`src/pwc_defs.svh`:
```
// Purpose: Offsets, field positions, select codes and response codes of the PWM channel block
// Assumes: Byte addresses on AXI4-Lite, one aligned word per register
// Notes:   Channel x registers sit at CH_BASE + (x << CH_LSB)
`ifndef PWC_DEFS_SVH
`define PWC_DEFS_SVH
// ----------------------------------------
// Global registers
// ----------------------------------------
`define PWC_OFS_DIV      12'h000
`define PWC_OFS_ENA      12'h004
`define PWC_OFS_DIS      12'h008
`define PWC_OFS_SR       12'h00C
`define PWC_OFS_IEN      12'h010
`define PWC_OFS_ISR      12'h01C
`define PWC_OFS_ICLR     12'h020
// ----------------------------------------
// Channel registers
// ----------------------------------------
`define PWC_CH_BASE      12'h200
`define PWC_CH_LSB       5
`define PWC_OFS_CMODE    5'h00
`define PWC_OFS_CDUTY    5'h04
`define PWC_OFS_CPER     5'h08
`define PWC_OFS_CCNT     5'h0C
`define PWC_OFS_UBUF     5'h10
// ----------------------------------------
// Fields and codes
// ----------------------------------------
`define PWC_DIV_A_LSB    0
`define PWC_DIV_B_LSB    16
`define PWC_CODE_CLK_A   4'hB
`define PWC_CODE_CLK_B   4'hC
`define PWC_RESP_OKAY    2'h0
`define PWC_RESP_SLVERR  2'h2
`endif

```
`src/pwc_pkg.sv`:
```
// Purpose: Types shared by the PWM channel block
// Assumes: 16-bit channel counter
// Notes:   Field order of pwc_cfg_t matches the channel mode register
package pwc_pkg;
  typedef struct packed {
    logic       upd_tgt;
    logic       start_hi;
    logic       center;
    logic [3:0] clk_sel;
  } pwc_cfg_t;

  typedef struct packed {
    logic [15:0] cnt;
    logic        down;
    logic        pend;
    logic [15:0] upd;
  } pwc_st_t;
endpackage

```
`src/pwc_top.sv`:
```
// Purpose: Multi-channel PWM counter, duty, period and double-buffered update
// Assumes: AXI4-Lite slave, single clock aclk, synchronous active-low reset
// Notes:   Only the low 16 bits of period, duty and update words are kept
//
// Contract
// Software keeps duty between zero and the period value inclusive.
// Period, duty, update words are 32 bits; only the low 16 bits are used.
// Prescaled left period is factor times period over master clock, factor 1..1024.
// Divider-clocked left period is period times divider setting over master clock; only the low 8 bits of each 16-bit setting are used.
// Center-aligned period is twice the left-aligned period.
// Counter register is read-only, live, and cleared when the channel is enabled.
// Left-aligned counter returns to zero on reaching the period, new period.
// Update register writes are buffered, never applied at once.
// Update target 0 copies the buffer into duty at the next period start.
// Update target 1 copies the buffer into period at the next period start.
// Alignment bit 0 gives left-aligned, 1 center-aligned periods.
// Start level bit 0 starts each period low, 1 starts high.
// Clock select 0..10 divides by 2^code, 11 clock A, 12 clock B, else none.
// A per-channel flag sets each new period; reading the status clears them.
// Center-aligned counter sweeps up to the period then back down to zero.
// Output leaves start level on duty match, mirrored on the down-count.
//
// Decided for this implementation: the address map and the AXI4-Lite slave port.
`timescale 1ns/1ps
`include "pwc_defs.svh"
module pwc_top
  import pwc_pkg::*;
#(
  parameter int N_CH = 4
)(
  input  wire logic              aclk,
  input  wire logic              aresetn,
  input  wire logic [11:0]       s_axi_awaddr,
  input  wire logic              s_axi_awvalid,
  output logic                   s_axi_awready,
  input  wire logic [31:0]       s_axi_wdata,
  input  wire logic [3:0]        s_axi_wstrb,
  input  wire logic              s_axi_wvalid,
  output logic                   s_axi_wready,
  output logic [1:0]             s_axi_bresp,
  output logic                   s_axi_bvalid,
  input  wire logic              s_axi_bready,
  input  wire logic [11:0]       s_axi_araddr,
  input  wire logic              s_axi_arvalid,
  output logic                   s_axi_arready,
  output logic [31:0]            s_axi_rdata,
  output logic [1:0]             s_axi_rresp,
  output logic                   s_axi_rvalid,
  input  wire logic              s_axi_rready,
  output logic [N_CH-1:0]        pwm_out,
  output logic                   irq
);
  // ----------------------------------------
  // Bus slave state
  // ----------------------------------------
  logic        aw_ff, nxt_aw, w_ff, nxt_w, b_ff, nxt_b, r_ff, nxt_r;
  logic [11:0] awa_ff, nxt_awa;
  logic [31:0] wd_ff, nxt_wd, rd_ff, nxt_rd;
  logic [1:0]  br_ff, nxt_br, rr_ff, nxt_rr;
  logic        wr_go, rd_go, ch_wsel, ch_rsel;
  logic [4:0]  wofs, rofs;
  logic [1:0]  wch, rch;
  logic [15:0] div_a_ff, nxt_div_a, div_b_ff, nxt_div_b;
  logic [7:0]  dva_cnt_ff, nxt_dva_cnt, dvb_cnt_ff, nxt_dvb_cnt;
  logic [9:0]  pre_ff, nxt_pre;
  logic        tick_a, tick_b, awrdy_ff, nxt_awrdy, wrdy_ff, nxt_wrdy, arrdy_ff, nxt_arrdy;
  logic [N_CH-1:0] ena_ff, nxt_ena, ien_ff, nxt_ien, isr_ff, nxt_isr;
  logic [N_CH-1:0] evt, ena_hit, pout_ff;
  logic        irq_ff, nxt_irq;
  pwc_cfg_t    cfg_ff [N_CH];
  logic [15:0] dty_ff [N_CH];
  logic [15:0] prd_ff [N_CH];
  pwc_st_t     st_ff  [N_CH];

  assign s_axi_awready = awrdy_ff;
  assign s_axi_wready  = wrdy_ff;
  assign s_axi_bvalid  = b_ff;
  assign s_axi_bresp   = br_ff;
  assign s_axi_arready = arrdy_ff;
  assign s_axi_rvalid  = r_ff;
  assign s_axi_rdata   = rd_ff;
  assign s_axi_rresp   = rr_ff;
  assign pwm_out       = pout_ff;
  assign irq           = irq_ff;

  assign wr_go   = aw_ff & w_ff & ~b_ff;
  assign rd_go   = s_axi_arvalid & ~r_ff;
  assign ch_wsel = awa_ff[11:9] == 3'(`PWC_CH_BASE >> 9);
  assign ch_rsel = s_axi_araddr[11:9] == 3'(`PWC_CH_BASE >> 9);
  assign wofs    = awa_ff[4:0];
  assign rofs    = s_axi_araddr[4:0];
  assign wch     = awa_ff[`PWC_CH_LSB+:2];
  assign rch     = s_axi_araddr[`PWC_CH_LSB+:2];
  // Clock A/B ticks: period = low 8 bits of setting in master cycles, 0 in those bits stops the clock
  assign tick_a  = (div_a_ff[7:0] != 8'h00) && (dva_cnt_ff == div_a_ff[7:0] - 8'h01);
  assign tick_b  = (div_b_ff[7:0] != 8'h00) && (dvb_cnt_ff == div_b_ff[7:0] - 8'h01);

  always_comb
  begin
    nxt_aw = aw_ff;  nxt_awa = awa_ff;
    nxt_w = w_ff;    nxt_wd = wd_ff;
    nxt_b = b_ff;    nxt_br = br_ff;
    nxt_r = r_ff;    nxt_rd = rd_ff;  nxt_rr = rr_ff;
    nxt_div_a = div_a_ff;  nxt_div_b = div_b_ff;
    nxt_ena = ena_ff;    nxt_ien = ien_ff;  nxt_isr = isr_ff;
    nxt_pre = pre_ff + 10'h001;
    nxt_dva_cnt = tick_a || div_a_ff[7:0] == 8'h00 ? 8'h00 : dva_cnt_ff + 8'h01;
    nxt_dvb_cnt = tick_b || div_b_ff[7:0] == 8'h00 ? 8'h00 : dvb_cnt_ff + 8'h01;
    if (s_axi_awvalid && !aw_ff)
    begin
      nxt_aw = 1'b1;
      nxt_awa = s_axi_awaddr;
    end
    if (s_axi_wvalid && !w_ff)
    begin
      nxt_w = 1'b1;
      nxt_wd = s_axi_wdata;
    end
    if (b_ff && s_axi_bready)
      nxt_b = 1'b0;
    if (r_ff && s_axi_rready)
      nxt_r = 1'b0;
    if (wr_go)
    begin
      nxt_aw = 1'b0;
      nxt_w = 1'b0;
      nxt_b = 1'b1;
      nxt_br = `PWC_RESP_OKAY;
      case (awa_ff)
        `PWC_OFS_DIV:  {nxt_div_b, nxt_div_a} = wd_ff;
        `PWC_OFS_ENA:  nxt_ena = ena_ff | wd_ff[N_CH-1:0];
        `PWC_OFS_DIS:  nxt_ena = ena_ff & ~wd_ff[N_CH-1:0];
        `PWC_OFS_IEN:  nxt_ien = wd_ff[N_CH-1:0];
        `PWC_OFS_ICLR: nxt_isr = isr_ff & ~wd_ff[N_CH-1:0];
        default:
          if (!(ch_wsel && 32'(wch) < N_CH && wofs[1:0] == 2'h0 && wofs <= `PWC_OFS_UBUF))
            nxt_br = `PWC_RESP_SLVERR;
      endcase
    end
    if (rd_go)
    begin
      nxt_r = 1'b1;
      nxt_rr = `PWC_RESP_OKAY;
      nxt_rd = 32'h0;
      case (s_axi_araddr)
        `PWC_OFS_DIV: nxt_rd = {div_b_ff, div_a_ff};
        `PWC_OFS_SR:  nxt_rd[N_CH-1:0] = ena_ff;
        `PWC_OFS_IEN: nxt_rd[N_CH-1:0] = ien_ff;
        `PWC_OFS_ISR:
        begin
          nxt_rd[N_CH-1:0] = isr_ff;
          nxt_isr = '0;
        end
        default:
          if (ch_rsel && 32'(rch) < N_CH)
            case (rofs)
              `PWC_OFS_CMODE: nxt_rd[10:0] = {cfg_ff[rch][6:4], 4'h0, cfg_ff[rch].clk_sel};
              `PWC_OFS_CDUTY: nxt_rd[15:0] = dty_ff[rch];
              `PWC_OFS_CPER:  nxt_rd[15:0] = prd_ff[rch];
              `PWC_OFS_CCNT:  nxt_rd[15:0] = st_ff[rch].cnt;
              default:        nxt_rr = `PWC_RESP_SLVERR;
            endcase
          else
            nxt_rr = `PWC_RESP_SLVERR;
      endcase
    end
    // A new period in the clearing cycle still leaves its flag set
    nxt_isr = nxt_isr | evt;
    nxt_irq = |(nxt_isr & nxt_ien);  nxt_awrdy = ~nxt_aw;  nxt_wrdy = ~nxt_w;  nxt_arrdy = ~nxt_r;
  end

  always_ff @(posedge aclk)
  begin
    if (!aresetn)
    begin
      aw_ff <= 1'b0;  awa_ff <= 12'h000;  awrdy_ff <= 1'b1;
      w_ff <= 1'b0;   wd_ff <= 32'h0;  wrdy_ff <= 1'b1;
      b_ff <= 1'b0;   br_ff <= 2'h0;
      r_ff <= 1'b0;   rd_ff <= 32'h0;  rr_ff <= 2'h0;  arrdy_ff <= 1'b1;
      div_a_ff <= 16'h0;  div_b_ff <= 16'h0;
      dva_cnt_ff <= 8'h00;  dvb_cnt_ff <= 8'h00;  pre_ff <= 10'h000;
      ena_ff <= '0;  ien_ff <= '0;  isr_ff <= '0;  irq_ff <= 1'b0;
    end
    else
    begin
      aw_ff <= nxt_aw;  awa_ff <= nxt_awa;  awrdy_ff <= nxt_awrdy;
      w_ff <= nxt_w;    wd_ff <= nxt_wd;  wrdy_ff <= nxt_wrdy;
      b_ff <= nxt_b;    br_ff <= nxt_br;
      r_ff <= nxt_r;    rd_ff <= nxt_rd;  rr_ff <= nxt_rr;  arrdy_ff <= nxt_arrdy;
      div_a_ff <= nxt_div_a;  div_b_ff <= nxt_div_b;
      dva_cnt_ff <= nxt_dva_cnt;  dvb_cnt_ff <= nxt_dvb_cnt;  pre_ff <= nxt_pre;
      ena_ff <= nxt_ena;  ien_ff <= nxt_ien;  isr_ff <= nxt_isr;  irq_ff <= nxt_irq;
    end
  end

  // ----------------------------------------
  // Channels
  // ----------------------------------------
  for (genvar gi = 0; gi < N_CH; gi++)
  begin : g_ch
    pwc_cfg_t    nxt_cfg;
    pwc_st_t     nxt_st;
    logic [15:0] nxt_dty, nxt_prd;
    logic [10:0] pmask;
    logic        tick, sel, nxt_out;

    assign sel = wr_go && ch_wsel && 32'(wch) == gi;
    assign ena_hit[gi] = wr_go && awa_ff == `PWC_OFS_ENA && wd_ff[gi];
    // Power-of-two prescale taps one shared counter, so all channels stay phase aligned
    assign pmask = (11'h001 << cfg_ff[gi].clk_sel) - 11'h001;
    always_comb
    begin
      case (cfg_ff[gi].clk_sel)
        `PWC_CODE_CLK_A: tick = tick_a;
        `PWC_CODE_CLK_B: tick = tick_b;
        default: tick = cfg_ff[gi].clk_sel < `PWC_CODE_CLK_A
                        && ({1'b0, pre_ff} & pmask) == pmask;
      endcase
    end

    always_comb
    begin
      nxt_cfg = cfg_ff[gi];
      nxt_dty = dty_ff[gi];
      nxt_prd = prd_ff[gi];
      nxt_st  = st_ff[gi];
      evt[gi] = 1'b0;
      if (ena_hit[gi])
      begin
        nxt_st.cnt = 16'h0;
        nxt_st.down = 1'b0;
      end
      else if (ena_ff[gi] && tick)
      begin
        if (!cfg_ff[gi].center)
        begin
          if (st_ff[gi].cnt + 17'h1 >= 17'(prd_ff[gi])) // Wrap early: a period spans period_value ticks
          begin
            nxt_st.cnt = 16'h0;
            evt[gi] = 1'b1;
          end
          else
            nxt_st.cnt = st_ff[gi].cnt + 16'h1;
        end
        else if (!st_ff[gi].down)
        begin
          if (st_ff[gi].cnt >= prd_ff[gi])
          begin
            nxt_st.down = 1'b1;
            nxt_st.cnt = prd_ff[gi] == 16'h0 ? 16'h0 : prd_ff[gi] - 16'h1;
          end
          else
            nxt_st.cnt = st_ff[gi].cnt + 16'h1;
        end
        else if (st_ff[gi].cnt == 16'h0)
        begin
          // Two sweeps per period double the left-aligned period
          nxt_st.down = 1'b0;
          nxt_st.cnt = prd_ff[gi] == 16'h0 ? 16'h0 : 16'h1;
          evt[gi] = 1'b1;
        end
        else
          nxt_st.cnt = st_ff[gi].cnt - 16'h1;
      end
      if (evt[gi] && st_ff[gi].pend)
      begin
        nxt_st.pend = 1'b0;
        if (cfg_ff[gi].upd_tgt)
          nxt_prd = st_ff[gi].upd;
        else
          nxt_dty = st_ff[gi].upd;
      end
      if (sel)
        case (wofs)
          `PWC_OFS_CMODE: nxt_cfg = {wd_ff[10:8], wd_ff[3:0]};
          `PWC_OFS_CDUTY: nxt_dty = wd_ff[15:0];
          `PWC_OFS_CPER:  nxt_prd = wd_ff[15:0];
          `PWC_OFS_UBUF:
          begin
            nxt_st.upd = wd_ff[15:0];
            nxt_st.pend = 1'b1;
          end
          default: ;
        endcase
      // Duty above period is unsupported; output then never leaves start level
      nxt_out = nxt_ena[gi] && nxt_st.cnt >= nxt_dty ? ~nxt_cfg.start_hi : nxt_cfg.start_hi;
    end

    always_ff @(posedge aclk)
    begin
      if (!aresetn)
      begin
        cfg_ff[gi]  <= '0;
        dty_ff[gi]  <= 16'h0;
        prd_ff[gi]  <= 16'h0;
        st_ff[gi]   <= '0;
        pout_ff[gi] <= 1'b0;
      end
      else
      begin
        cfg_ff[gi]  <= nxt_cfg;
        dty_ff[gi]  <= nxt_dty;
        prd_ff[gi]  <= nxt_prd;
        st_ff[gi]   <= nxt_st;
        pout_ff[gi] <= nxt_out;
      end
    end

  end
endmodule // pwc_top

```
`config.mk`:
```
export PLATFORM = sky130hd
export DESIGN_NAME = pwc_top
export DESIGN_NICKNAME = d
export VERILOG_FILES = /design/src/pwc_pkg.sv /design/src/pwc_top.sv
export VERILOG_INCLUDE_DIRS = /design/src /design/src/src
export SDC_FILE = /design/constraint.sdc
export NUM_CORES = 2
export LEC_CHECK = 0
export BUFFER_PORTS_ARGS = -buffer_cell sky130_fd_sc_hd__buf_2
export CAP_MARGIN = 20
export CORE_MARGIN = 3
export CORE_UTILIZATION = 50
export DETAILED_ROUTE_END_ITERATION = 10
export PLACE_DENSITY_LB_ADDON = 0.2
export SYNTH_ARGS = -nofsm -noshare
export SYNTH_HDL_FRONTEND = slang
export SYNTH_SLANG_ARGS = --single-unit
```
`constraint.sdc`:
```
create_clock -name aclk -period 12.11 [get_ports aclk]
set_input_delay 1.211 -clock aclk [delete_from_list [all_inputs] [get_ports aclk]]
set_output_delay 1.211 -clock aclk [all_outputs]
set_load 0.05 [all_outputs]
```
==> run_results.csv <==
group,metric,value,unit
critical_path,crit_top_cell,"ha_1",
global_route,grt_use_total,35.5,%
place,dp_cells,4940,
final_layout,drive_gt1_share,8.95,%
cts,cts-htree-levels,2,
worst_hold_path,worstHoldStart,"div_a_ff[13]",
place,dp_hpwl,89600,um
synth,synth_top_area_share,27.9,%
route,drt_first_pass_iters,8,
synth,async_flop_share,0,%
synth,synthTopCellsByArea,"dfxtp_1 28%, ha_1 8.3%, nand2_1 6.7%",
die,initial_core_util,50.9,%
global_route,grt_pass1_wl,187000,um
critical_path,crit_chain,"ha_1 > nand3_1 > nor2_1 > nand3_1 > xnor2_1 > ha_1 > nand2_1 > a2bb2oi_1 > a21oi_1 > a211oi_1 > buf_4 > inv_1 > o211a_1 > buf_4 > a31oi_1 > nor3_1 > ha_1 > a21o_1 > a2111oi_0 > o311ai_0 > nand4b_1 > xnor2_1 > nor2_1",
final_layout,stdcell_count,5038,
critical_path,cp.buffers_inverters,3,
route,wl,124000,um
synth,yosysMostFrequentCell,"nand2_1",
power_and_ir_drop,p_seq_share,44.3,%
power_and_ir_drop,clkPwrFrac,49.3,%
synth,synthCells,4256,
critical_path,endpoint_kind,"register",
die,die_y,261,um
route,drtIter0Drc,4436,
die,row_count,92,
power_and_ir_drop,power,3.44,mW
synth,synth-edff-count,0,
power_and_ir_drop,swShare,25.4,%
cts,clk_pin_slew,60,ps
cts,numCtsBuffers,51,
synth,netlist_top_cells_count,"579 x nand2_1, 452 x dfxtp_1, 378 x a21oi_1",
global_route,grt_antenna_before_repair,7,
sta,report.final.slew_viol_count,0,
die,core,63700,um^2
route,via_count,33400,
critical_path,reg2reg_to,"pwm_out[0]",
route,antenna_left,0,
synth,synth_area,32400,um^2
cts,cts_buffer_depth,3,
critical_path,r2r_slack,5270,ps
sta,tns,0,ps
critical_path,critPathRequiredTime,12580,ps
final_layout,area_delta_synth_final,8.16,%
cts,post_cts_buffers,0,
sta,tightest_slew,1250,ps
synth,ys_seq_area_share,27.9,%
die,fp.dieW,261,um
sta,period_share,56.4,%
power_and_ir_drop,vdd_drop_max,0.000147,V
route,wl_per_cell,24.7,um
sta,hold_viol,0,
cts,clock_latency,620,ps
critical_path,r2r-start,"st_ff[0][18]",
synth,ys_warn_count,0,
sta,rsz0062_at_grt,"no",
sta,fmax,146,MHz
synth,yosys.area.top_type,"dfxtp_1",
run,max_cap_viol_count,0,
cts,cts_resized,0,
critical_path,start_kind,"register",
route,drc,0,
route,dr_wl_met3,15500,um
critical_path,worst_path_max_delay_cell,"dfxtp_1",
cts,cts.sinks,452,
die,die_area,67900,um^2
cts,cts_root_buf,"clkbuf_16",
cts,holdBufCountCts,0,
sta,fin_crit,6840,ps
power_and_ir_drop,power.switching,0.873,mW
route,wl_met2,51400,um
cts,cts_tree,"yes",
synth,synthFlopType,"dfxtp_1",
place,gp_congestion,0.995,
route,vias_per_cell,6.62,
critical_path,critPathKind,"register to register",
worst_hold_path,min_to,"div_a_ff[13]",
final_layout,fin_nets,4430,
power_and_ir_drop,cell_internal_pwr,2.57,mW
critical_path,crit_fanout,33,
critical_path,critPathArrivalTime,7300,ps
sta,setup_viol,0,
synth,syn_avg_cell_area,7.62,um^2
final_layout,fillerInstances,6025,
status,status,"completed",
synth,ys_types,98,
critical_path,r2r.worst_path.cells,23,
die,num_io_pins,113,
global_route,grt_max_degree,128,
critical_path,cp_top_family,"compound AO/OA/AOI/OAI gates",
power_and_ir_drop,power_leakage,13.4,nW
worst_hold_path,holdPathStages,2,
sta,slew_headroom,16.0,%
global_route,grt_pass1_vias,29800,
worst_hold_path,hold_class,"register to register",
critical_path,cpPeakStageDelay,820,ps
global_route,overflow,0,
synth,ys_ff_latch,452,
route,route.top_layer_used,"met5",
power_and_ir_drop,powerDensity,98.1,nW/um^2
power_and_ir_drop,power_frac_comb,6.5,%
place,io_buffer_count,106,
route,wl_met1,50200,um
sta,clock-skew-final,30.0,ps
-- state kept, by name, indices dropped and copies added, names as in the netlist, 8 cells and up --
register / cells
awa_ff: 12
cfg_ff: 28
div_a_ff: 16
div_b_ff: 16
dty_ff: 64
dva_cnt_ff: 8
dvb_cnt_ff: 8
prd_ff: 64
pre_ff: 10
s_axi_rdata: 32
st_ff: 136
wd_ff: 32
-- area by class of cell --
type / count / area, um^2 / area share, %
flip-flops and latches: 452 / 9050 / 25.8
multi-input cells: 3317 / 21500 / 61.3
inverters: 146 / 556 / 1.58
well taps: 846 / 1060 / 3.02
clock buffers: 71 / 1450 / 4.14
repair buffers: 180 / 1100 / 3.13
clock inverters: 24 / 350 / 0.999
diodes: 2 / 5.00 / 0.0143
-- kinds of logic after synthesis --
| group | after synthesis | synth area share [%] |
|---|---|---|
| AO/OA/AOI/OAI | 1131 | 22.4 |
| XOR/XNOR | 182 | 4.92 |
| adder cells (fa/ha/maj) | 216 | 8.33 |
| buffers and inverters | 488 | 5.95 |
| flip-flops | 452 | 27.9 |
| multiplexers | 151 | 6.51 |
| other | 1 | 0.0116 |
| AND/OR/NAND/NOR | 1635 | 24.0 |
-- power groups by stage --
stage / clock network (mW) / registers, mW / logic (mW)
after floorplan: 0 / 1.56 / 0.113
after global placement: 0 / 1.55 / 0.212
after detailed placement: 0 / 1.55 / 0.213
after CTS: 1.70 / 1.52 / 0.213
after global routing: 1.76 / 1.52 / 0.231
final: 1.69 / 1.52 / 0.223
-- per-layer routing --
metal | vias up | track usage (%)
li1 | 15300 | -
met4 | 8 | 15.9
met5 | - | 0
met2 | 2039 | 51.9
met3 | 402 | 8.80
met1 | 15600 | 49.3
-- placed cells by master, fill, tap and decap left out, drive strengths merged, types with 24 or more instances in the layout --
cell and count:
o22ai 36, and3 59, nor3 146, a21oi 384
nor2b 35, inv 144, mux2i 94, o21ai 204
and4 24, nand4 86, nand3 155, nor4 65
a21o 55, nand2b 29, ha 215, buf 180
dfxtp 452, a31oi 87, nand2 579, a211oi 64
o21a 26, clkbuf 71, nor2 333, xnor2 121
mux4 47, or3 29, xor2 61, a221oi 30
-- tightest hold or removal path, cell delays in order (launching register included) --
cell     delay [ps]
dfxtp_1         310
nand2_1          50
a21oi_1          50
-- worst max path at each step --
stage                       to         start  slack (ps)  cells after the start
finish              pwm_out[0]  st_ff[0][18]        5270                     23
global route        pwm_out[0]  st_ff[0][18]        4930                     22
CTS                 pwm_out[0]  st_ff[0][18]        5480                     23
detailed placement  pwm_out[0]  st_ff[0][18]        5520                     23
global placement    pwm_out[0]  st_ff[0][18]        5480                     23
floorplan           pwm_out[2]  st_ff[2][24]        6830                     22
-- metrics by stage --
stage	setup WS [ps]	utilization (%)	hold WS [ps]	cell area (um^2)
final	5270	55.1	452	35100
after global routing	4930	55.1	467	35100
after CTS	5480	55.1	451	35100
after global placement	5480	52.3	439	33300
after floorplan	6830	-	432	32400
after detailed placement	5520	52.3	444	33300
(Power assumes the default switching activity.)
